## src/verilog/slsc_pkg.sv

```systemverilog
/*
 package of the loop station control block: register offsets, field
 positions, reset values, bit patterns and the bus answer codes.
 assumes nothing of its surroundings.
*/
package slsc_pkg;
   // register byte offsets
   localparam logic [7:0] SLSC_MISC_CTRL_OFS   = 8'h00;
   localparam logic [7:0] SLSC_MISC_STAT_OFS   = 8'h04;
   localparam logic [7:0] SLSC_PRIM_STAT_OFS   = 8'h08;
   localparam logic [7:0] SLSC_TX_CTRL_OFS     = 8'h0C;
   localparam logic [7:0] SLSC_TX_DATA_OFS     = 8'h10;
   localparam logic [7:0] SLSC_COMMAND_OFS     = 8'h14;
   // misc_control_reg fields
   localparam int SLSC_LOOP_SEL_BIT     = 1;
   localparam int SLSC_UNDER_ABORT_BIT  = 2;
   localparam int SLSC_MARK_IDLE_BIT    = 3;
   localparam int SLSC_GO_ACTIVE_BIT    = 4;
   localparam int SLSC_NRZI_BIT         = 5;
   // misc_status_reg fields
   localparam int SLSC_ON_LOOP_BIT      = 1;
   localparam int SLSC_LOOP_SEND_BIT    = 4;
   // primary_status_reg fields
   localparam int SLSC_TX_EMPTY_BIT     = 2;
   localparam int SLSC_HUNT_BIT         = 4;
   localparam int SLSC_BREAK_BIT        = 7;
   // tx_control_reg fields
   localparam int SLSC_TX_EN_BIT        = 3;
   // command_reg fields
   localparam int SLSC_CLR_BREAK_BIT    = 0;
   localparam int SLSC_END_FRAME_BIT    = 1;
   // reset values
   localparam logic [7:0] SLSC_MISC_CTRL_RST = 8'h00;
   localparam logic [7:0] SLSC_TX_CTRL_RST   = 8'h00;
   // line patterns
   localparam logic [7:0] SLSC_FLAG          = 8'h7E;
   localparam logic [7:0] SLSC_EOP_RX        = 8'hFE;
   localparam int         SLSC_ONES_FOR_EOP  = 7;
   localparam int         SLSC_STUFF_RUN     = 5;
   // bus answers
   localparam logic [1:0] SLSC_RESP_OKAY     = 2'b00;
   localparam logic [1:0] SLSC_RESP_SLVERR   = 2'b10;
endpackage

```

## src/verilog/slsc_sync.sv

```systemverilog
/*
 two flip-flop synchroniser for a level arriving from outside.
 assumes one clock and a synchronous active high reset.
*/
`timescale 1ns/10ps
module slsc_sync #(
   parameter int WIDTH = 1
) (
   input  wire logic             clk,
   input  wire logic             rst,
   input  wire logic [WIDTH-1:0] d,
   output logic      [WIDTH-1:0] q
);
   logic [WIDTH-1:0] stage1;

   always_ff @(posedge clk) begin
      if (rst) begin
         stage1 <= '0;
         q      <= '0;
      end else begin
         stage1 <= d;
         q      <= stage1;
      end
   end
endmodule

```

## src/verilog/slsc_tx_shifter.sv

```systemverilog
/*
 transmit shifter with zero-bit insertion: sends flags, eop patterns
 and data bytes lsb first, one bit per bit enable.
 assumes bit_en comes one cycle per line bit from the station logic.
*/
`timescale 1ns/10ps
module slsc_tx_shifter
   import slsc_pkg::*;
(
   input  wire logic       clk,
   input  wire logic       rst,
   input  wire logic       bit_en,
   input  wire logic       load,
   input  wire logic [7:0] load_byte,
   input  wire logic       load_stuff,
   input  wire logic [3:0] load_len,
   output logic            tx_bit,
   output logic            empty
);
   logic [7:0] shreg;
   logic [3:0] left;
   logic       stuff_on;
   logic [2:0] ones_run;
   logic       stuffing;

   assign stuffing = stuff_on && ones_run == 3'(SLSC_STUFF_RUN);
   assign empty    = left == 4'h0 && !stuffing;

   // **************************************************
   // shift and zero-bit insertion
   // **************************************************
   always_ff @(posedge clk) begin
      if (rst) begin
         shreg    <= 8'hFF;
         left     <= 4'h0;
         stuff_on <= 1'b0;
         ones_run <= 3'h0;
         tx_bit   <= 1'b1;
      end else if (load && empty) begin
         shreg    <= load_byte;
         left     <= load_len;
         stuff_on <= load_stuff;
         if (!load_stuff) begin
            ones_run <= 3'h0;
         end
      end else if (bit_en) begin
         if (stuffing) begin
            tx_bit   <= 1'b0;
            ones_run <= 3'h0;
         end else if (left != 4'h0) begin
            tx_bit   <= shreg[0];
            shreg    <= {1'b1, shreg[7:1]};
            left     <= left - 4'h1;
            ones_run <= shreg[0] ? ones_run + 3'h1 : 3'h0;
         end
      end
   end
endmodule

```

## src/verilog/slsc_station.sv

```systemverilog
/*
 secondary station control of an sdlc loop: relays the line, goes on
 and off the loop, turns an end-of-poll into a flag and inserts frames.
 assumes an axi4-lite master on SYS_CLK, RX_CLK and RX_DATA from the
 line, and that the host follows the loop start sequence.
*/
`timescale 1ns/10ps
module slsc_station
   import slsc_pkg::*;
(
   input  wire logic        SYS_CLK,
   input  wire logic        RST,
   input  wire logic        RX_CLK,
   input  wire logic        RX_DATA,
   output logic             TX_DATA,
   input  wire logic [7:0]  S_AXI_AWADDR,
   input  wire logic        S_AXI_AWVALID,
   output logic             S_AXI_AWREADY,
   input  wire logic [31:0] S_AXI_WDATA,
   input  wire logic [3:0]  S_AXI_WSTRB,
   input  wire logic        S_AXI_WVALID,
   output logic             S_AXI_WREADY,
   output logic [1:0]       S_AXI_BRESP,
   output logic             S_AXI_BVALID,
   input  wire logic        S_AXI_BREADY,
   input  wire logic [7:0]  S_AXI_ARADDR,
   input  wire logic        S_AXI_ARVALID,
   output logic             S_AXI_ARREADY,
   output logic [31:0]      S_AXI_RDATA,
   output logic [1:0]       S_AXI_RRESP,
   output logic             S_AXI_RVALID,
   input  wire logic        S_AXI_RREADY
);
   typedef enum logic [2:0] {
      SLSC_DIRECT  = 3'b000,
      SLSC_SEARCH  = 3'b001,
      SLSC_HUNT    = 3'b010,
      SLSC_ARMED   = 3'b011,
      SLSC_SENDING = 3'b100,
      SLSC_CLOSING = 3'b101
   } slsc_state_e;

   slsc_state_e state;
   logic [7:0]  misc_control_reg;
   logic [7:0]  tx_control_reg;
   logic [7:0]  tx_buf;
   logic        tx_full;
   logic        brk;
   logic        hunt;
   logic        on_loop;
   logic        loop_send;
   logic        delay_on;
   logic        go_send;
   logic        last_out;
   logic        last_rx;
   logic [1:0]  rx_pins;
   logic        clk_s;
   logic        rx_s;
   logic        clk_d;
   logic        bit_en;
   logic [7:0]  rx_win;
   logic [2:0]  ones_cnt;
   logic        eop_seen;
   logic        flag_seen;
   logic        seven_ones;
   logic        sh_bit;
   logic        sh_empty;
   logic        sh_load;
   logic [7:0]  sh_byte;
   logic        sh_stuff;
   logic [3:0]  sh_len;
   logic        loop_sel;
   logic        go_active;
   logic        flag_pend;
   logic        eop_pend;
   logic        data_seen;
   logic        aw_held;
   logic        w_held;
   logic [7:0]  aw_addr;
   logic [31:0] w_data;
   logic [3:0]  w_strb;
   logic        wr_go;
   logic [7:0]  next_rdata;

   assign loop_sel  = misc_control_reg[SLSC_LOOP_SEL_BIT];
   assign go_active = misc_control_reg[SLSC_GO_ACTIVE_BIT];

   // **************************************************
   // line input sampling
   // **************************************************
   slsc_sync #(.WIDTH(2)) u_sync (
      .clk (SYS_CLK),
      .rst (RST),
      .d   ({RX_CLK, RX_DATA}),
      .q   (rx_pins)
   );
   assign clk_s  = rx_pins[1];
   assign rx_s   = rx_pins[0];
   assign bit_en = clk_s && !clk_d;

   always_ff @(posedge SYS_CLK) begin
      if (RST) begin
         clk_d <= 1'b0;
      end else begin
         clk_d <= clk_s;
      end
   end

   // **************************************************
   // receive pattern detection
   // **************************************************
   assign seven_ones = rx_s && ones_cnt == 3'(SLSC_ONES_FOR_EOP - 1);
   assign eop_seen   = {rx_s, rx_win[7:1]} == SLSC_EOP_RX;
   assign flag_seen  = {rx_s, rx_win[7:1]} == SLSC_FLAG;
   assign go_send    = state == SLSC_ARMED && eop_seen && loop_sel &&
                       go_active;

   always_ff @(posedge SYS_CLK) begin
      if (RST) begin
         rx_win   <= 8'h00;
         ones_cnt <= 3'h0;
      end else if (bit_en) begin
         rx_win   <= {rx_s, rx_win[7:1]};
         if (!rx_s || state != SLSC_SEARCH) begin
            ones_cnt <= 3'h0;
         end else if (ones_cnt != 3'(SLSC_ONES_FOR_EOP - 1)) begin
            ones_cnt <= ones_cnt + 3'h1;
         end
      end
   end

   // **************************************************
   // relay path and one-bit delay
   // **************************************************
   always_ff @(posedge SYS_CLK) begin
      if (RST) begin
         last_rx   <= 1'b1;
      end else if (bit_en) begin
         last_rx   <= rx_s;
      end
   end

   // final eop one is forced to zero when sending starts
   always_ff @(posedge SYS_CLK) begin
      if (RST) begin
         TX_DATA  <= 1'b1;
         last_out <= 1'b1;
      end else if (!delay_on) begin
         TX_DATA  <= rx_s;
      end else if (bit_en) begin
         if (go_send) begin
            TX_DATA <= 1'b0;
         end else if (loop_send) begin
            TX_DATA <= sh_bit;
         end else begin
            TX_DATA <= rx_s;
         end
         last_out <= TX_DATA;
      end
   end

   // **************************************************
   // loop state machine
   // **************************************************
   always_ff @(posedge SYS_CLK) begin
      if (RST || !tx_control_reg[SLSC_TX_EN_BIT]) begin
         state     <= SLSC_DIRECT;
         delay_on  <= 1'b0;
         on_loop   <= 1'b0;
         hunt      <= 1'b0;
         loop_send <= 1'b0;
         flag_pend <= 1'b0;
         eop_pend  <= 1'b0;
         data_seen <= 1'b0;
      end else begin
         unique case (state)
            SLSC_DIRECT: begin
               if (loop_sel && go_active) begin
                  state <= SLSC_SEARCH;
               end
            end
            SLSC_SEARCH: begin
               if (!loop_sel) begin
                  state <= SLSC_DIRECT;
               end else if (bit_en && seven_ones) begin
                  state    <= SLSC_HUNT;
                  delay_on <= 1'b1;
                  on_loop  <= 1'b1;
                  hunt     <= 1'b1;
               end
            end
            SLSC_HUNT: begin
               if (bit_en && flag_seen) begin
                  hunt  <= 1'b0;
                  state <= SLSC_ARMED;
               end
            end
            SLSC_ARMED: begin
               if (bit_en && eop_seen) begin
                  if (!loop_sel) begin
                     state    <= SLSC_DIRECT;
                     delay_on <= 1'b0;
                     on_loop  <= 1'b0;
                     hunt     <= 1'b1;
                  end else if (go_active) begin
                     state     <= SLSC_SENDING;
                     loop_send <= 1'b1;
                     hunt      <= 1'b1;
                     flag_pend <= sh_empty;
                     data_seen <= 1'b0;
                  end
               end
            end
            SLSC_SENDING: begin
               if (sh_load && !flag_pend && tx_full) begin
                  data_seen <= 1'b1;
               end
               if (sh_load && flag_pend) begin
                  flag_pend <= 1'b0;
               end
               if (sh_load && !tx_full && data_seen && !go_active) begin
                  state    <= SLSC_CLOSING;
                  eop_pend <= 1'b1;
               end else if (sh_load && !tx_full && !loop_sel) begin
                  state    <= SLSC_CLOSING;
                  eop_pend <= 1'b1;
               end
            end
            SLSC_CLOSING: begin
               if (sh_load) begin
                  eop_pend <= 1'b0;
               end
               if (!eop_pend && sh_empty) begin
                  loop_send <= 1'b0;
                  state     <= SLSC_ARMED;
               end
            end
            default: begin
               state <= SLSC_DIRECT;
            end
         endcase
      end
   end

   // **************************************************
   // transmit shifter feed
   // **************************************************
   always_comb begin
      sh_load  = 1'b0;
      sh_byte  = SLSC_FLAG;
      sh_stuff = 1'b0;
      sh_len   = 4'h8;
      if (sh_empty && !delay_on) begin
         sh_load = loop_sel;
      end else if (sh_empty && state == SLSC_SENDING) begin
         sh_load = 1'b1;
         if (!flag_pend && tx_full) begin
            sh_byte  = tx_buf;
            sh_stuff = 1'b1;
         end
      end else if (sh_empty && state == SLSC_CLOSING && eop_pend) begin
         sh_load = 1'b1;
         // closing flag then eop sharing its zero; on nrzi parity mismatch a flag instead of the seven ones
         if (misc_control_reg[SLSC_NRZI_BIT] && last_out != last_rx) begin
            sh_byte = SLSC_FLAG;
         end else begin
            sh_byte = 8'hFF;
            sh_len  = 4'h7;
         end
      end
   end

   slsc_tx_shifter u_shift (
      .clk        (SYS_CLK),
      .rst        (RST),
      .bit_en     (bit_en && (loop_send || go_send)),
      .load       (sh_load),
      .load_byte  (sh_byte),
      .load_stuff (sh_stuff),
      .load_len   (sh_len),
      .tx_bit     (sh_bit),
      .empty      (sh_empty)
   );

   // **************************************************
   // axi4-lite write channel
   // **************************************************
   assign wr_go = aw_held && w_held && !S_AXI_BVALID;

   always_ff @(posedge SYS_CLK) begin
      if (RST) begin
         aw_held       <= 1'b0;
         w_held        <= 1'b0;
         aw_addr       <= 8'h00;
         w_data        <= 32'h0000_0000;
         w_strb        <= 4'h0;
         S_AXI_AWREADY <= 1'b0;
         S_AXI_WREADY  <= 1'b0;
         S_AXI_BVALID  <= 1'b0;
         S_AXI_BRESP   <= SLSC_RESP_OKAY;
      end else begin
         S_AXI_AWREADY <= !aw_held && !S_AXI_AWREADY && S_AXI_AWVALID;
         S_AXI_WREADY  <= !w_held && !S_AXI_WREADY && S_AXI_WVALID;
         if (S_AXI_AWVALID && S_AXI_AWREADY) begin
            aw_held <= 1'b1;
            aw_addr <= S_AXI_AWADDR;
         end
         if (S_AXI_WVALID && S_AXI_WREADY) begin
            w_held <= 1'b1;
            w_data <= S_AXI_WDATA;
            w_strb <= S_AXI_WSTRB;
         end
         if (wr_go) begin
            aw_held      <= 1'b0;
            w_held       <= 1'b0;
            S_AXI_BVALID <= 1'b1;
            unique case (aw_addr)
               SLSC_MISC_CTRL_OFS, SLSC_TX_CTRL_OFS, SLSC_TX_DATA_OFS,
               SLSC_COMMAND_OFS: S_AXI_BRESP <= SLSC_RESP_OKAY;
               default:          S_AXI_BRESP <= SLSC_RESP_SLVERR;
            endcase
         end else if (S_AXI_BVALID && S_AXI_BREADY) begin
            S_AXI_BVALID <= 1'b0;
         end
      end
   end

   // **************************************************
   // software registers
   // **************************************************
   always_ff @(posedge SYS_CLK) begin
      if (RST) begin
         misc_control_reg <= SLSC_MISC_CTRL_RST;
         tx_control_reg   <= SLSC_TX_CTRL_RST;
      end else if (wr_go && w_strb[0]) begin
         if (aw_addr == SLSC_MISC_CTRL_OFS) begin
            misc_control_reg <= w_data[7:0];
         end
         if (aw_addr == SLSC_TX_CTRL_OFS) begin
            tx_control_reg <= w_data[7:0];
         end
      end
   end

   // set wins over clear on break status
   always_ff @(posedge SYS_CLK) begin
      if (RST) begin
         brk     <= 1'b0;
         tx_full <= 1'b0;
         tx_buf  <= 8'h00;
      end else begin
         if (bit_en && ((state == SLSC_SEARCH && seven_ones) ||
             (state == SLSC_ARMED && eop_seen))) begin
            brk <= 1'b1;
         end else if (wr_go && w_strb[0] && aw_addr == SLSC_COMMAND_OFS &&
                      w_data[SLSC_CLR_BREAK_BIT]) begin
            brk <= 1'b0;
         end
         if (wr_go && w_strb[0] && aw_addr == SLSC_TX_DATA_OFS) begin
            tx_buf  <= w_data[7:0];
            tx_full <= 1'b1;
         end else if (sh_load && state == SLSC_SENDING && !flag_pend) begin
            tx_full <= 1'b0;
         end
      end
   end

   // **************************************************
   // axi4-lite read channel
   // **************************************************
   always_comb begin
      next_rdata = 8'h00;
      unique case (S_AXI_ARADDR)
         SLSC_MISC_CTRL_OFS: next_rdata = misc_control_reg;
         SLSC_TX_CTRL_OFS:   next_rdata = tx_control_reg;
         SLSC_MISC_STAT_OFS: begin
            next_rdata[SLSC_ON_LOOP_BIT]   = on_loop;
            next_rdata[SLSC_LOOP_SEND_BIT] = loop_send;
         end
         SLSC_PRIM_STAT_OFS: begin
            next_rdata[SLSC_BREAK_BIT]    = brk;
            next_rdata[SLSC_HUNT_BIT]     = hunt;
            next_rdata[SLSC_TX_EMPTY_BIT] = !tx_full;
         end
         default: next_rdata = 8'h00;
      endcase
   end

   always_ff @(posedge SYS_CLK) begin
      if (RST) begin
         S_AXI_ARREADY <= 1'b0;
         S_AXI_RVALID  <= 1'b0;
         S_AXI_RDATA   <= 32'h0000_0000;
         S_AXI_RRESP   <= SLSC_RESP_OKAY;
      end else begin
         S_AXI_ARREADY <= !S_AXI_ARREADY && !S_AXI_RVALID && S_AXI_ARVALID;
         if (S_AXI_ARVALID && S_AXI_ARREADY) begin
            S_AXI_RVALID <= 1'b1;
            S_AXI_RDATA  <= {24'h00_0000, next_rdata};
            unique case (S_AXI_ARADDR)
               SLSC_MISC_CTRL_OFS, SLSC_TX_CTRL_OFS, SLSC_MISC_STAT_OFS,
               SLSC_PRIM_STAT_OFS: S_AXI_RRESP <= SLSC_RESP_OKAY;
               default:            S_AXI_RRESP <= SLSC_RESP_SLVERR;
            endcase
         end else if (S_AXI_RVALID && S_AXI_RREADY) begin
            S_AXI_RVALID <= 1'b0;
         end
      end
   end
endmodule

```

## config.mk

```make
export PLATFORM = sky130hd
export DESIGN_NAME = slsc_station
export DESIGN_NICKNAME = d
export VERILOG_FILES = /design/src/verilog/slsc_pkg.sv /design/src/verilog/slsc_sync.sv /design/src/verilog/slsc_tx_shifter.sv /design/src/verilog/slsc_station.sv
export SDC_FILE = /design/constraint.sdc
export NUM_CORES = 1
export LEC_CHECK = 0
export BUFFER_PORTS_ARGS = -buffer_cell sky130_fd_sc_hd__buf_2
export CAP_MARGIN = 20
export CELL_PAD_IN_SITES_DETAIL_PLACEMENT = 1
export CELL_PAD_IN_SITES_GLOBAL_PLACEMENT = 1
export CORE_UTILIZATION = 40
export CTS_CLUSTER_DIAMETER = 80
export DETAILED_ROUTE_END_ITERATION = 12
export PLACE_DENSITY_LB_ADDON = 0.25
export SETUP_SLACK_MARGIN = 0.3
export SLEW_MARGIN = 15
export SYNTH_ARGS = -nofsm -noshare
export SYNTH_HDL_FRONTEND = slang
export SYNTH_SLANG_ARGS = --single-unit
```

## constraint.sdc

```tcl
create_clock -name SYS_CLK -period 2 [get_ports SYS_CLK]
set_input_delay 0.3 -clock SYS_CLK [delete_from_list [all_inputs] [get_ports SYS_CLK]]
set_output_delay 0.3 -clock SYS_CLK [all_outputs]
set_load 0.02 [all_outputs]
```

# ---- After elaboration in Yosys (flattened, before gate mapping)
# Index checks and enable logic that the tools add are counted.
# W data, S select, Z words.
dict set report totals {
  inputBits 61
  wordCells 276
  reg_bits 107
  romBits 0
  n_memories 0
  out_inout_bits 42
  mem_bits_rw 0
  latch_bits 0
}
dict set report classes {
  mux 93
  n_eq_ne 36
  n_reduce_logical 105
  shift 0
  n_mul 0
  bitwise_logic 1
  n_div 0
  magnitude_cmp 0
  addsub 3
}
# operator count
set ops {}
lappend ops {{$mux W8} 9}
lappend ops {{$mux W3} 18}
lappend ops {{$logic_and A1 B1 Y1} 48}
lappend ops {{$mux W1} 42}
lappend ops {{$mux W4} 8}
lappend ops {{$ne A2 B2 Y1 const B} 14}
lappend ops {{$eq A8 B4 Y1 const B} 3}
lappend ops {{$reduce_bool A2 Y1} 12}
lappend ops {{$reduce_and A5 Y1} 4}
lappend ops {{$pmux W3 S6} 1}
lappend ops {{$logic_not A1 Y1} 17}
lappend ops {{$eq A8 B5 Y1 const B} 2}
lappend ops {{$logic_not A8 Y1} 2}
lappend ops {{$pmux W1 S2} 7}
lappend ops {{$eq A3 B3 Y1 const B} 4}
lappend ops {{$ne A3 B3 Y1 const B} 4}
lappend ops {{$pmux W1 S3} 4}
lappend ops {{$reduce_and A3 Y1} 4}
lappend ops {{$eq A8 B3 Y1 const B} 1}
lappend ops {{$eq A8 B7 Y1 const B} 1}
lappend ops {{$eq A8 B8 Y1 const B} 1}
lappend ops {{$reduce_and A2 Y1} 4}
lappend ops {{$reduce_or A4 Y1} 2}
lappend ops {{$reduce_and A7 Y1} 1}
lappend ops {{other kinds (18)} 25}

# ---- Longest topological paths before layout
# Gate-level depths: netlist (run 1).
dict set report depth {
  word_depth 14
  mapped_depth 8
  mapped_depth_nobuf 7
}

# ---- By module
# Synthesis (run 1) repeated with hierarchy kept, for this count alone.
dict set report hier_totals {
  cells_unflattened 567
  hier_area_um2 4929.7
}
# mod n_inst area_per_inst_um2 cells_per_inst seq_area_each_um2
set modules_own_cells {}
lappend modules_own_cells {slsc_station 1 3861.2 453 1661.6}
lappend modules_own_cells {slsc_tx_shifter 1 963.4 106 340.3}
lappend modules_own_cells {slsc_sync 1 105.1 8 80.1}

# ---- Worst setup path after synthesis (run 1)
# OpenSTA, ideal clock, no wires.
dict set report synth_path {
  path_kind {register to register}
  startpoint {register u_shift.left[0]}
  endpoint {register u_shift.shreg[0]}
  arrival_ps 1748
  path_slack_ps 130
  setup_ps 122
  stages_incl_launch_ff 9
  cell_sequence {dfxtp_1 > inv_1 > ha_1 > nor3b_1 > nand2_1 > nor2_1 > clkbuf_1 > a21oi_1 > o32a_1}
}
dict set report synth_via {
  elab_chain_cells 10
  elab_cells_between_ends 19
  cone_classes {eq/ne (1); mux (7); reduce/logical (11)}
}
# element line_no
set synth_lines {}
lappend synth_lines {{start, declared} slsc_tx_shifter.sv:21} ;# logic [3:0] left;
lappend synth_lines {{start signal, assigned} slsc_tx_shifter.sv:41} ;# left <= load_len;
lappend synth_lines {{start signal, assigned} slsc_tx_shifter.sv:53} ;# left <= left - 4'h1;
lappend synth_lines {{$logic_not A4 Y1} slsc_tx_shifter.sv:27} ;# assign empty = left == 4'h0 && !stuffing;
lappend synth_lines {{$logic_and A1 B1 Y1} slsc_tx_shifter.sv:27}
lappend synth_lines {{$logic_and A1 B1 Y1 (2 in series)} slsc_station.sv:261} ;# end else if (sh_empty && state == SLSC_CLOSING && eop_pend) begin
lappend synth_lines {{$mux W1} slsc_station.sv:261}
lappend synth_lines {{$mux W1} slsc_station.sv:255} ;# end else if (sh_empty && state == SLSC_SENDING) begin
lappend synth_lines {{$mux W1} slsc_station.sv:253} ;# if (sh_empty && !delay_on) begin
lappend synth_lines {{$logic_and A1 B1 Y1} slsc_tx_shifter.sv:39} ;# end else if (load && empty) begin
lappend synth_lines {{$ne A2 B2 Y1 (no line) or $reduce_bool A2 Y1 (tied branches)} n/a}
lappend synth_lines {{$reduce_and A3 Y1 (no line)} n/a}
lappend synth_lines {{end signal, assigned} slsc_tx_shifter.sv:40} ;# shreg <= load_byte;
lappend synth_lines {{end signal, assigned} slsc_tx_shifter.sv:52} ;# shreg <= {1'b1, shreg[7:1]};
lappend synth_lines {{end, declared} slsc_tx_shifter.sv:20} ;# logic [7:0] shreg;
# Several ways; a longest one is shown, not always the timed one.
# A chain may end at the register's enable or synchronous reset.

# ---- Worst setup path after layout (run 1)
dict set report layout_path {
  startpoint {register clk_d}
  endpoint {register flag_pend}
}
dict set report layout_via {
  elab_chain_cells 5
}
# element line_no
set layout_lines {}
lappend layout_lines {{start, declared} slsc_station.sv:59} ;# logic clk_d;
lappend layout_lines {{start signal, assigned} slsc_station.sv:105} ;# clk_d <= clk_s;
lappend layout_lines {{$logic_not A1 Y1} slsc_station.sv:99} ;# assign bit_en = clk_s && !clk_d;
lappend layout_lines {{$logic_and A1 B1 Y1} slsc_station.sv:99}
lappend layout_lines {{$logic_and A1 B1 Y1} slsc_station.sv:199} ;# if (bit_en && eop_seen) begin
lappend layout_lines {{$ne A2 B2 Y1 (no line)} n/a}
lappend layout_lines {{$reduce_and A5 Y1 (no line)} n/a}
lappend layout_lines {{end signal, assigned} slsc_station.sv:209} ;# flag_pend <= sh_empty;
lappend layout_lines {{end, declared} slsc_station.sv:74} ;# logic flag_pend;
# Every way passes these cells.

==> results of run 1 <==
==> cell usage in the layout (no fill, tap or decap), drive strengths merged, types with 4 or more instances in the layout <==
| cell type | netlist | routed |
|---|---|---|
| o211ai | 5 | 5 |
| ha | 5 | 5 |
| nand2b | 7 | 7 |
| a31oi | 7 | 7 |
| nand3b | 6 | 6 |
| and2 | 4 | 4 |
| clkbuf | 27 | 10 |
| or3 | 4 | 4 |
| nor2 | 52 | 52 |
| o22ai | 9 | 9 |
| nand2 | 67 | 67 |
| mux2i | 25 | 25 |
| o21ai | 20 | 20 |
| inv | 13 | 13 |
| nor3 | 18 | 18 |
| nand3 | 14 | 14 |
| nor2b | 14 | 14 |
| conb | 1 | 26 |
| buf | 29 | 95 |
| dfxtp | 104 | 104 |
| a21oi | 60 | 60 |
| a22oi | 10 | 10 |
| clkinv | 0 | 4 |
| nor4 | 4 | 4 |
==> worst max-delay path, stage by stage (launching register included) <==
cell and delay (ns):
dfxtp_2 0.34, or3b_1 0.39, a211o_1 0.37, a211oi_2 0.27, o21ai_1 0.12, a32o_1 0.26
==> routing by layer <==
layer	vias up	part of all wire, %	global-route usage (%)
met1	2095	44	26.5
met2	91	51	38.5
met5	-	0	0
met3	21	3.4	3.07
li1	2066	-	-
met4	0	1.7	8.53
==> per-stage QoR <==
| step | setup slack [ns] | util [%] | area [um2] | power, W | hold slack [ns] |
|---|---|---|---|---|---|
| floorplan | 0.228 | - | 4840 | 0.00235 | 0.414 |
| global placement | 0.0963 | 44.5 | 5100 | 0.00239 | 0.426 |
| detailed placement | 0.0380 | 44.5 | 5100 | 0.00240 | 0.434 |
| CTS | 0.151 | 49.5 | 5680 | 0.00424 | 0.139 |
| global route | 0.0681 | 51.8 | 5930 | 0.00433 | 0.181 |
| finish | 0.133 | 51.8 | 5930 | 0.00419 | 0.148 |
==> logic make-up after synthesis <==
family | Yosys count | share of synthesized area, %
other | 1 | 0.0797
multiplexers | 27 | 6.03
XOR/XNOR | 2 | 0.372
buffers and inverters | 69 | 7.66
adder cells (fa/ha/maj) | 5 | 1.33
AO/OA/AOI/OAI | 134 | 17.6
AND/OR/NAND/NOR | 212 | 22.7
flip-flops | 104 | 44.2
==> power by group <==
group / switching [W] / internal (W) / total, W
sequential: 0.0000315 / 0.00210 / 0.00213
combinational: 0.000159 / 0.0000722 / 0.000231
clock: 0.000825 / 0.00101 / 0.00183
==> area by class of cell <==
| type | instances | share of cell area, % |
|---|---|---|
| clock inverter | 6 | 1.16 |
| inverter | 13 | 0.822 |
| multi-input combinational | 407 | 45.1 |
| sequential | 104 | 35.4 |
| tap | 143 | 3.01 |
| timing repair buffer | 95 | 10.5 |
| clock buffer | 10 | 4.03 |
==> final timing paths <==
kind	slack (ns)	end	start
worst min-delay path	0.15	u_sync.stage1[1]$_SDFF_PP0_	RX_CLK
worst min register to register	0.45	u_sync.q[0]$_SDFF_PP0_	u_sync.stage1[0]$_SDFF_PP0_
worst max register to register	0.13	flag_pend$_SDFFE_PP0P_	clk_d$_SDFF_PP0_
worst max-delay path	0.13	flag_pend$_SDFFE_PP0P_	clk_d$_SDFF_PP0_
==> repair_timing <==
action,in CTS,in global routing
cloned,1,0
pin swaps,19,28
gates resized for setup,45,46
endpoints found under the setup margin,51,51
buffers inserted,16,9
==> flow_summary.toml, run 1 <==
[timing]
rsz0062_at_grt = "true"
fmax_ghz = 0.536
fin_crit_sh_pct = 93.4
setup_violations = 0
fin_crit_ns = 1.87
tns_ns = 0
slew_violations = 0
finalHoldViolations = 0
fin_skew_ns = 0.00913

[synth]
synth_area_um2 = 4710
ys_top_cells_by_count = "dfxtp_1, nand2_1, a21oi_1, nor2_1"
synth_top_area_share_pct = 44.2
ys_top_cells_by_area = "dfxtp_1, a21oi_1, nand2_1"
syn_inst = 554
yosysSeqAreaShare_pct = 44.2
syn_area_per_cell_um2 = 8.50
async_reset_ff_share_pct = 0
synth_seq_cells = 104
synth_flop_cell = "dfxtp_1"
synth_edf_count = 0
ys_warn_count = 0
yosys.cell_types.count = 62
yosysTopAreaCell = "dfxtp_1"
synth.most_common_cell = "dfxtp_1"

[global_route]
gr-total-overflow = 0
grt_pass1_wl_um = 21400
grt_max_degree = 91
track_usage_pct = 21.8
antenna_found_initial = 0
grt_pass1_vias = 4384

[drt]
drtIter0Drc = 135
ant_nets = 0
drc = 0
wire_per_inst_um = 16.7
drt-total-wl_um = 13000
firstDrtPassIters = 4
vias = 4273
vias_per_cell = 5.49

[power_and_ir_drop]
peakVddDrop_v = 0.000490
p_per_area_nw_per_um2 = 707
p_leak_nw = 2.35

[floorplan]
core_um2 = 11500
die_area_um2 = 12200
pin_count = 103
num_rows = 39
initial_core_util_pct = 41.0
dieWidth_um = 110
die_h_um = 110

[worst_hold_path]
worstHoldPathType = "input port to register"
holdPathStages = 2

[cts]
tritoncts = "done"
cts_buffer_depth = 2
ctsHoldBuffers = 0
htreeDepth = 3
cts_root_buffer = "clkbuf_16"
cts.sinks = 104
clkLatencyLatePin_ns = 0.36
cts_buffers = 9
cts.clk_slew.worst_paths_ns = 0.08

[final_layout]
seq_area_um2 = 2100
nets = 696
multi_input_area_um2 = 2680
n_fill_cell = 1353
area_growth_pct = 26.1
drive_gt1_share_pct = 28.7
fin_cells = 778
diodes = 0

[worst_setup_path]
worst_ep_required_time_ns = 2.25
path_class = "register to register"
crit_arrival_ns = 2.12
cp-start-kind = "register"
cp-end-kind = "register"
reg2reg_depth = 5
worstPathMaxFanout = 4

[place]
io_buffer_count = 49
dp_cells = 736
dp_hpwl_um = 8750
place_congestion = 0.887

[status]
outcome = "complete, no violations"

[run]
drv_cap = 0
(Power assumes the default switching activity.)
==> run 2: changes to the inputs <==
--- a/config.mk
+++ b/config.mk
@@ -7,9 +7,8 @@
 export LEC_CHECK = 0
 export BUFFER_PORTS_ARGS = -buffer_cell sky130_fd_sc_hd__buf_2
 export CAP_MARGIN = 20
-export CELL_PAD_IN_SITES_DETAIL_PLACEMENT = 1
-export CELL_PAD_IN_SITES_GLOBAL_PLACEMENT = 1
-export CORE_UTILIZATION = 40
+export CORE_ASPECT_RATIO = 1.75
+export CORE_UTILIZATION = 54
 export CTS_CLUSTER_DIAMETER = 80
 export DETAILED_ROUTE_END_ITERATION = 12
 export PLACE_DENSITY_LB_ADDON = 0.25
==> constraint.sdc (replaced) <==
create_clock -name SYS_CLK -period 1.8 [get_ports SYS_CLK]
set_input_delay 0.27 -clock SYS_CLK [delete_from_list [all_inputs] [get_ports SYS_CLK]]
set_output_delay 0.27 -clock SYS_CLK [all_outputs]
set_load 0.02 [all_outputs]
==> run 2 against run 1 <==
Against the previous run:
- the flow now finishes with violations (setup timing)
- combinational power is 23% higher
- clock power is 17% higher
- sequential share of layout area is 1.7 points lower
- total power is 14% higher
- non-clock buffer count is 27 higher
- critical endpoint is now u_shift.shreg[1]$_SDFFE_PP1P_
- largest power group unchanged
- highest routed layer unchanged
==> flow_summary.toml, run 2 (synthesis results as in run 1) <==
[worst_hold_path]
worstHoldPathType = "input port to register"
hp-start = "RX_DATA"
holdPathStages = 2
hold_end = "u_sync.stage1[0]$_SDFF_PP0_"

[worst_setup_path]
crit_arrival_ns = 2.14
crit_slowest_cell = "o41a_1"
worst_ep_required_time_ns = 2.03
reg2reg_from = "state[1]$_SDFFE_PP0P_"
cp_num_buf_inv = 1
r2r_slack_ns = -0.11
cp_cell_sequence = "nand4b_1 -> buf_4 -> o41a_1 -> o22a_4 -> a21oi_4 -> o21ai_2"
critPathTopFamily = "compound AO/OA/AOI/OAI gates"
slowest_delay_ns = 0.43
path_class = "register to register"
worstPathMaxFanout = 6
cp-start-kind = "register"
timing.rr.end = "u_shift.shreg[1]$_SDFFE_PP1P_"
reg2reg_depth = 6
cp-end-kind = "register"

[final_layout]
multi_input_area_um2 = 2730
final_common_cell = "dfxtp_1"
drive_gt1_share_pct = 33.2
fin_cells = 777
area_growth_pct = 32.2
nets = 723
layout.cells.most_common_list = "dfxtp_1, nand2_1, buf_4, nor2_1"
n_fill_cell = 604
diodes = 0
seq_area_um2 = 2100
post-route-util_pct = 74.4

[global_route]
grt.met1_usage_pct = 27.6
grt-busiest-layer = "met2"
track_usage_pct = 28.1
grt_pass1_vias = 4329
grtUsageMet3_pct = 5.16
gr-total-overflow = 0
grt_max_degree = 40
grtUsageMet2_pct = 51.9
antenna_found_initial = 0
grt_pass1_wl_um = 19700

[power_and_ir_drop]
switching_power_w = 0.00110
p_leak_nw = 2.48
swShare_pct = 23.0
combPwrFrac_pct = 5.9
p_seq_share_pct = 49.3
p_per_area_nw_per_um2 = 770
peakVddDrop_v = 0.000634
p_int_w = 0.00369
power_frac_clock_pct = 44.8

[cts]
tritoncts = "done"
cts_buffers = 9
cts_root_buffer = "clkbuf_16"
cts.sinks = 104
htreeDepth = 3
cts.clk_slew.worst_paths_ns = 0.07
cts_buffer_depth = 2
ctsHoldBuffers = 0
clkLatencyLatePin_ns = 0.35

[drt]
firstDrtPassIters = 5
drt-total-wl_um = 13300
ant_nets = 0
vias_per_cell = 5.71
drtIter0Drc = 312
wire_per_inst_um = 17.1
vias = 4438
drc = 0

[timing]
rsz0062_at_grt = "true"
finalHoldViolations = 0
slew_violations = 0
setup_ws_ns = -0.114
tns_ns = -0.591
fin_crit_ns = 1.91
fin_skew_ns = 0.00885
fmax_ghz = 0.522
fin_crit_sh_pct = 106
setup_violations = 16

[place]
dp_hpwl_um = 8400
place_congestion = 0.905
io_buffer_count = 49
dp_cells = 729
post-place-ws_ns = -0.0259

[floorplan]
die_h_um = 126
num_rows = 44
pin_count = 103
initial_core_util_pct = 56.2
core_um2 = 8370
die_area_um2 = 9110
dieWidth_um = 72.6

[run]
drv_cap = 0

[status]
violations = "setup timing"
outcome = "finished, violations left"
run 2: cell type report:
type	count	share of cell area [%]
Tap cell	115	2.31
Inverter	13	0.784
Timing Repair Buffer	122	14.0
Sequential cell	104	33.7
Multi-Input combinational cell	407	43.9
Clock inverter	6	1.45
Clock buffer	10	3.84
run 2: power by group through the flow:
stage | Clock, W | Sequential, W | Combinational (W)
floorplan | 0 | 0.00241 | 0.000203
global placement | 0 | 0.00241 | 0.000246
detailed placement | 0 | 0.00241 | 0.000250
CTS | 0.00216 | 0.00236 | 0.000265
global route | 0.00227 | 0.00236 | 0.000309
finish | 0.00215 | 0.00236 | 0.000283
run 2: per-layer routing:
| layer | vias up | routed length, um |
|---|---|---|
| met1 | 2101 | 4700 |
| met5 | - | 0 |
| li1 | 2107 | - |
| met3 | 56 | 539 |
| met4 | 0 | 731 |
| met2 | 174 | 7300 |
run 2: worst register-to-register path, stage by stage (launching register included):
cell      delay (ns)
dfxtp_1         0.41
nand4b_1        0.17
buf_4           0.18
o41a_1          0.44
o22a_4          0.32
a21oi_4         0.20
o21ai_2         0.09
run 2: metrics by stage:
| stage | instance area, um2 | power, W | hold slack, ns |
|---|---|---|---|
| after global placement | 5290 | 0.00266 | 0.432 |
| final | 6220 | 0.00479 | 0.134 |
| after floorplan | 4900 | 0.00262 | 0.398 |
| after global routing | 6220 | 0.00494 | 0.149 |
| after CTS | 5990 | 0.00478 | 0.126 |
| after detailed placement | 5290 | 0.00266 | 0.451 |
run 2: worst max-delay path by stage:
| stage | endpoint | cells past startpoint | slack [ns] | from |
|---|---|---|---|---|
| floorplan | u_shift.shreg[4]$_SDFFE_PP1P_ | 7 | 0.03 | state[2]$_SDFFE_PP0P_ |
| global placement | flag_pend$_SDFFE_PP0P_ | 5 | 0.004 | u_sync.q[0]$_SDFF_PP0_ |
| detailed placement | flag_pend$_SDFFE_PP0P_ | 5 | -0.03 | u_sync.q[0]$_SDFF_PP0_ |
| CTS | flag_pend$_SDFFE_PP0P_ | 5 | -0.02 | u_sync.q[0]$_SDFF_PP0_ |
| global route | u_shift.ones_run[2]$_SDFFE_PP0P_ | 7 | -0.16 | state[1]$_SDFFE_PP0P_ |
| finish | u_shift.shreg[1]$_SDFFE_PP1P_ | 6 | -0.11 | state[1]$_SDFFE_PP0P_ |
run 2: timing repair:
item / in CTS / in global routing
pin swaps: 37 / 22
gates cloned: 1 / 1
endpoints found under the setup margin: 52 / 56
buffers inserted: 18 / 12
gates resized for setup: 67 / 30
==> run 3: changes to the inputs <==
--- a/config.mk
+++ b/config.mk
@@ -11,6 +11,7 @@
 export CORE_UTILIZATION = 54
 export CTS_CLUSTER_DIAMETER = 80
 export DETAILED_ROUTE_END_ITERATION = 12
+export MAX_ROUTING_LAYER = met4
 export PLACE_DENSITY_LB_ADDON = 0.25
 export SETUP_SLACK_MARGIN = 0.3
 export SLEW_MARGIN = 15
==> run 3 against run 2 <==
Against the previous run:
- the run still ends with setup timing left
- fmax up 4.8%
- first-iteration DRC count down 12%
- non-clock buffer count down 3
- clock power down 6%
- worst setup slack better by 0.089 ns
- die area unchanged
- via count down 0.65%
- cell count down 0.39%
- core utilization up 0.18 points
- global-route usage up 1.1 points
- clock skew down 0.0019 ns
- sequential share of layout area down 0.081 points
- largest cell class unchanged
- highest routed layer unchanged
==> flow_summary.toml, run 3 (synthesis results as in run 1) <==
[status]
outcome = "finished, violations left"
violations = "setup timing"

[worst_hold_path]
hp-start = "RX_DATA"
worstHoldPathType = "input port to register"

[drt]
drtIter0Drc = 276
vias_per_cell = 5.70
firstDrtPassIters = 5
wire_per_inst_um = 16.8
drc = 0
ant_nets = 0
drt-total-wl_um = 13000
vias = 4409

[global_route]
gr-total-overflow = 0
track_usage_pct = 29.2
antenna_found_initial = 0
grt_max_degree = 57
grt_pass1_wl_um = 20000
grt_pass1_vias = 4322

[place]
post-place-ws_ns = -0.0198
place_congestion = 0.914
dp_hpwl_um = 8520
io_buffer_count = 49

[worst_setup_path]
reg2reg_from = "u_sync.q[0]$_SDFF_PP0_"
path_class = "register to register"
cp-end-kind = "register"
cp-start-kind = "register"
worst_ep_required_time_ns = 2.04
crit_path_start = "u_sync.q[0]$_SDFF_PP0_"
crit_arrival_ns = 2.07
worstPathMaxFanout = 4

[cts]
cts_buffers = 9
cts.clk_slew.worst_paths_ns = 0.07
tritoncts = "done"
htreeDepth = 3
cts_root_buffer = "clkbuf_16"
ctsHoldBuffers = 0
clkLatencyLatePin_ns = 0.35
cts.sinks = 104
cts_buffer_depth = 2

[floorplan]
num_rows = 44
die_area_um2 = 9110
dieWidth_um = 72.6
pin_count = 103
core_um2 = 8370
die_h_um = 126
initial_core_util_pct = 56.2

[timing]
finalHoldViolations = 0
tns_ns = -0.0787
slew_violations = 0
whs_ns = 0.126
fin_crit_ns = 1.83
setup_ws_ns = -0.0258
fmax_ghz = 0.548
fin_skew_ns = 0.00698
fin_crit_sh_pct = 101
rsz0062_at_grt = "true"
setup_violations = 6

[final_layout]
area_growth_pct = 32.5
n_fill_cell = 594
final_common_cell = "dfxtp_1"
diodes = 0
drive_gt1_share_pct = 33.1
layout.cells.most_common_list = "dfxtp_1, nand2_1, buf_4, nor2_1, buf_2"
nets = 720

[run]
drv_cap = 0

[power_and_ir_drop]
p_per_area_nw_per_um2 = 748
p_leak_nw = 2.49
peakVddDrop_v = 0.000904
[run 3: power by group]
group	internal (W)	switching, W
registers	0.00233	0.0000319
logic	0.0000895	0.000180
clock network	0.00114	0.000897
[run 3: path summary, 6_finish.rpt]
check,endpoint,slack (ns),depth (start not counted)
worst max register to register,state[1]$_SDFFE_PP0P_,-0.03,5
worst min register to register,S_AXI_ARREADY$_SDFF_PP0_,0.45,1
worst max-delay path,state[1]$_SDFFE_PP0P_,-0.03,5
worst min-delay path,u_sync.stage1[0]$_SDFF_PP0_,0.13,2
[run 3: routing by layer]
metal / share of wire [%] / global-route usage [%]
met1: 36 / 28.9
met2: 56 / 53.1
met3: 4.1 / 5.32
met4: 3.5 / 14.2
met5: 0 / -
[run 3: what timing repair did]
action,in CTS,in global routing
endpoints found under the setup margin,53,54
cloned,1,0
buffers inserted,18,9
pin swaps,32,17
gates resized for setup,68,34
[run 3: area by class of cell]
| class | instances | area (um2) | area share [%] |
|---|---|---|---|
| inverters | 13 | 48.8 | 0.782 |
| clock buffers | 10 | 239 | 3.83 |
| clock inverters | 6 | 73.8 | 1.18 |
| well taps | 115 | 144 | 2.31 |
| multi-input cells | 407 | 2780 | 44.6 |
| repair buffers | 119 | 852 | 13.7 |
| flip-flops and latches | 104 | 2100 | 33.6 |
[run 3: stage by stage]
step	util (%)	std cells	area, um2	power, W
finish	74.5	774	6240	0.00466
global route	74.5	774	6240	0.00483
CTS	71.7	765	6000	0.00468
detailed placement	63.2	730	5290	0.00266
global placement	63.2	730	5290	0.00266
floorplan	-	579	4900	0.00262
[run 3: critical path: stages, from the launching register on]
cell and delay [ns]:
dfxtp_2 0.35, or3b_1 0.37, a211o_1 0.35, o21ai_2 0.23, o2111ai_1 0.14, a32o_1 0.27
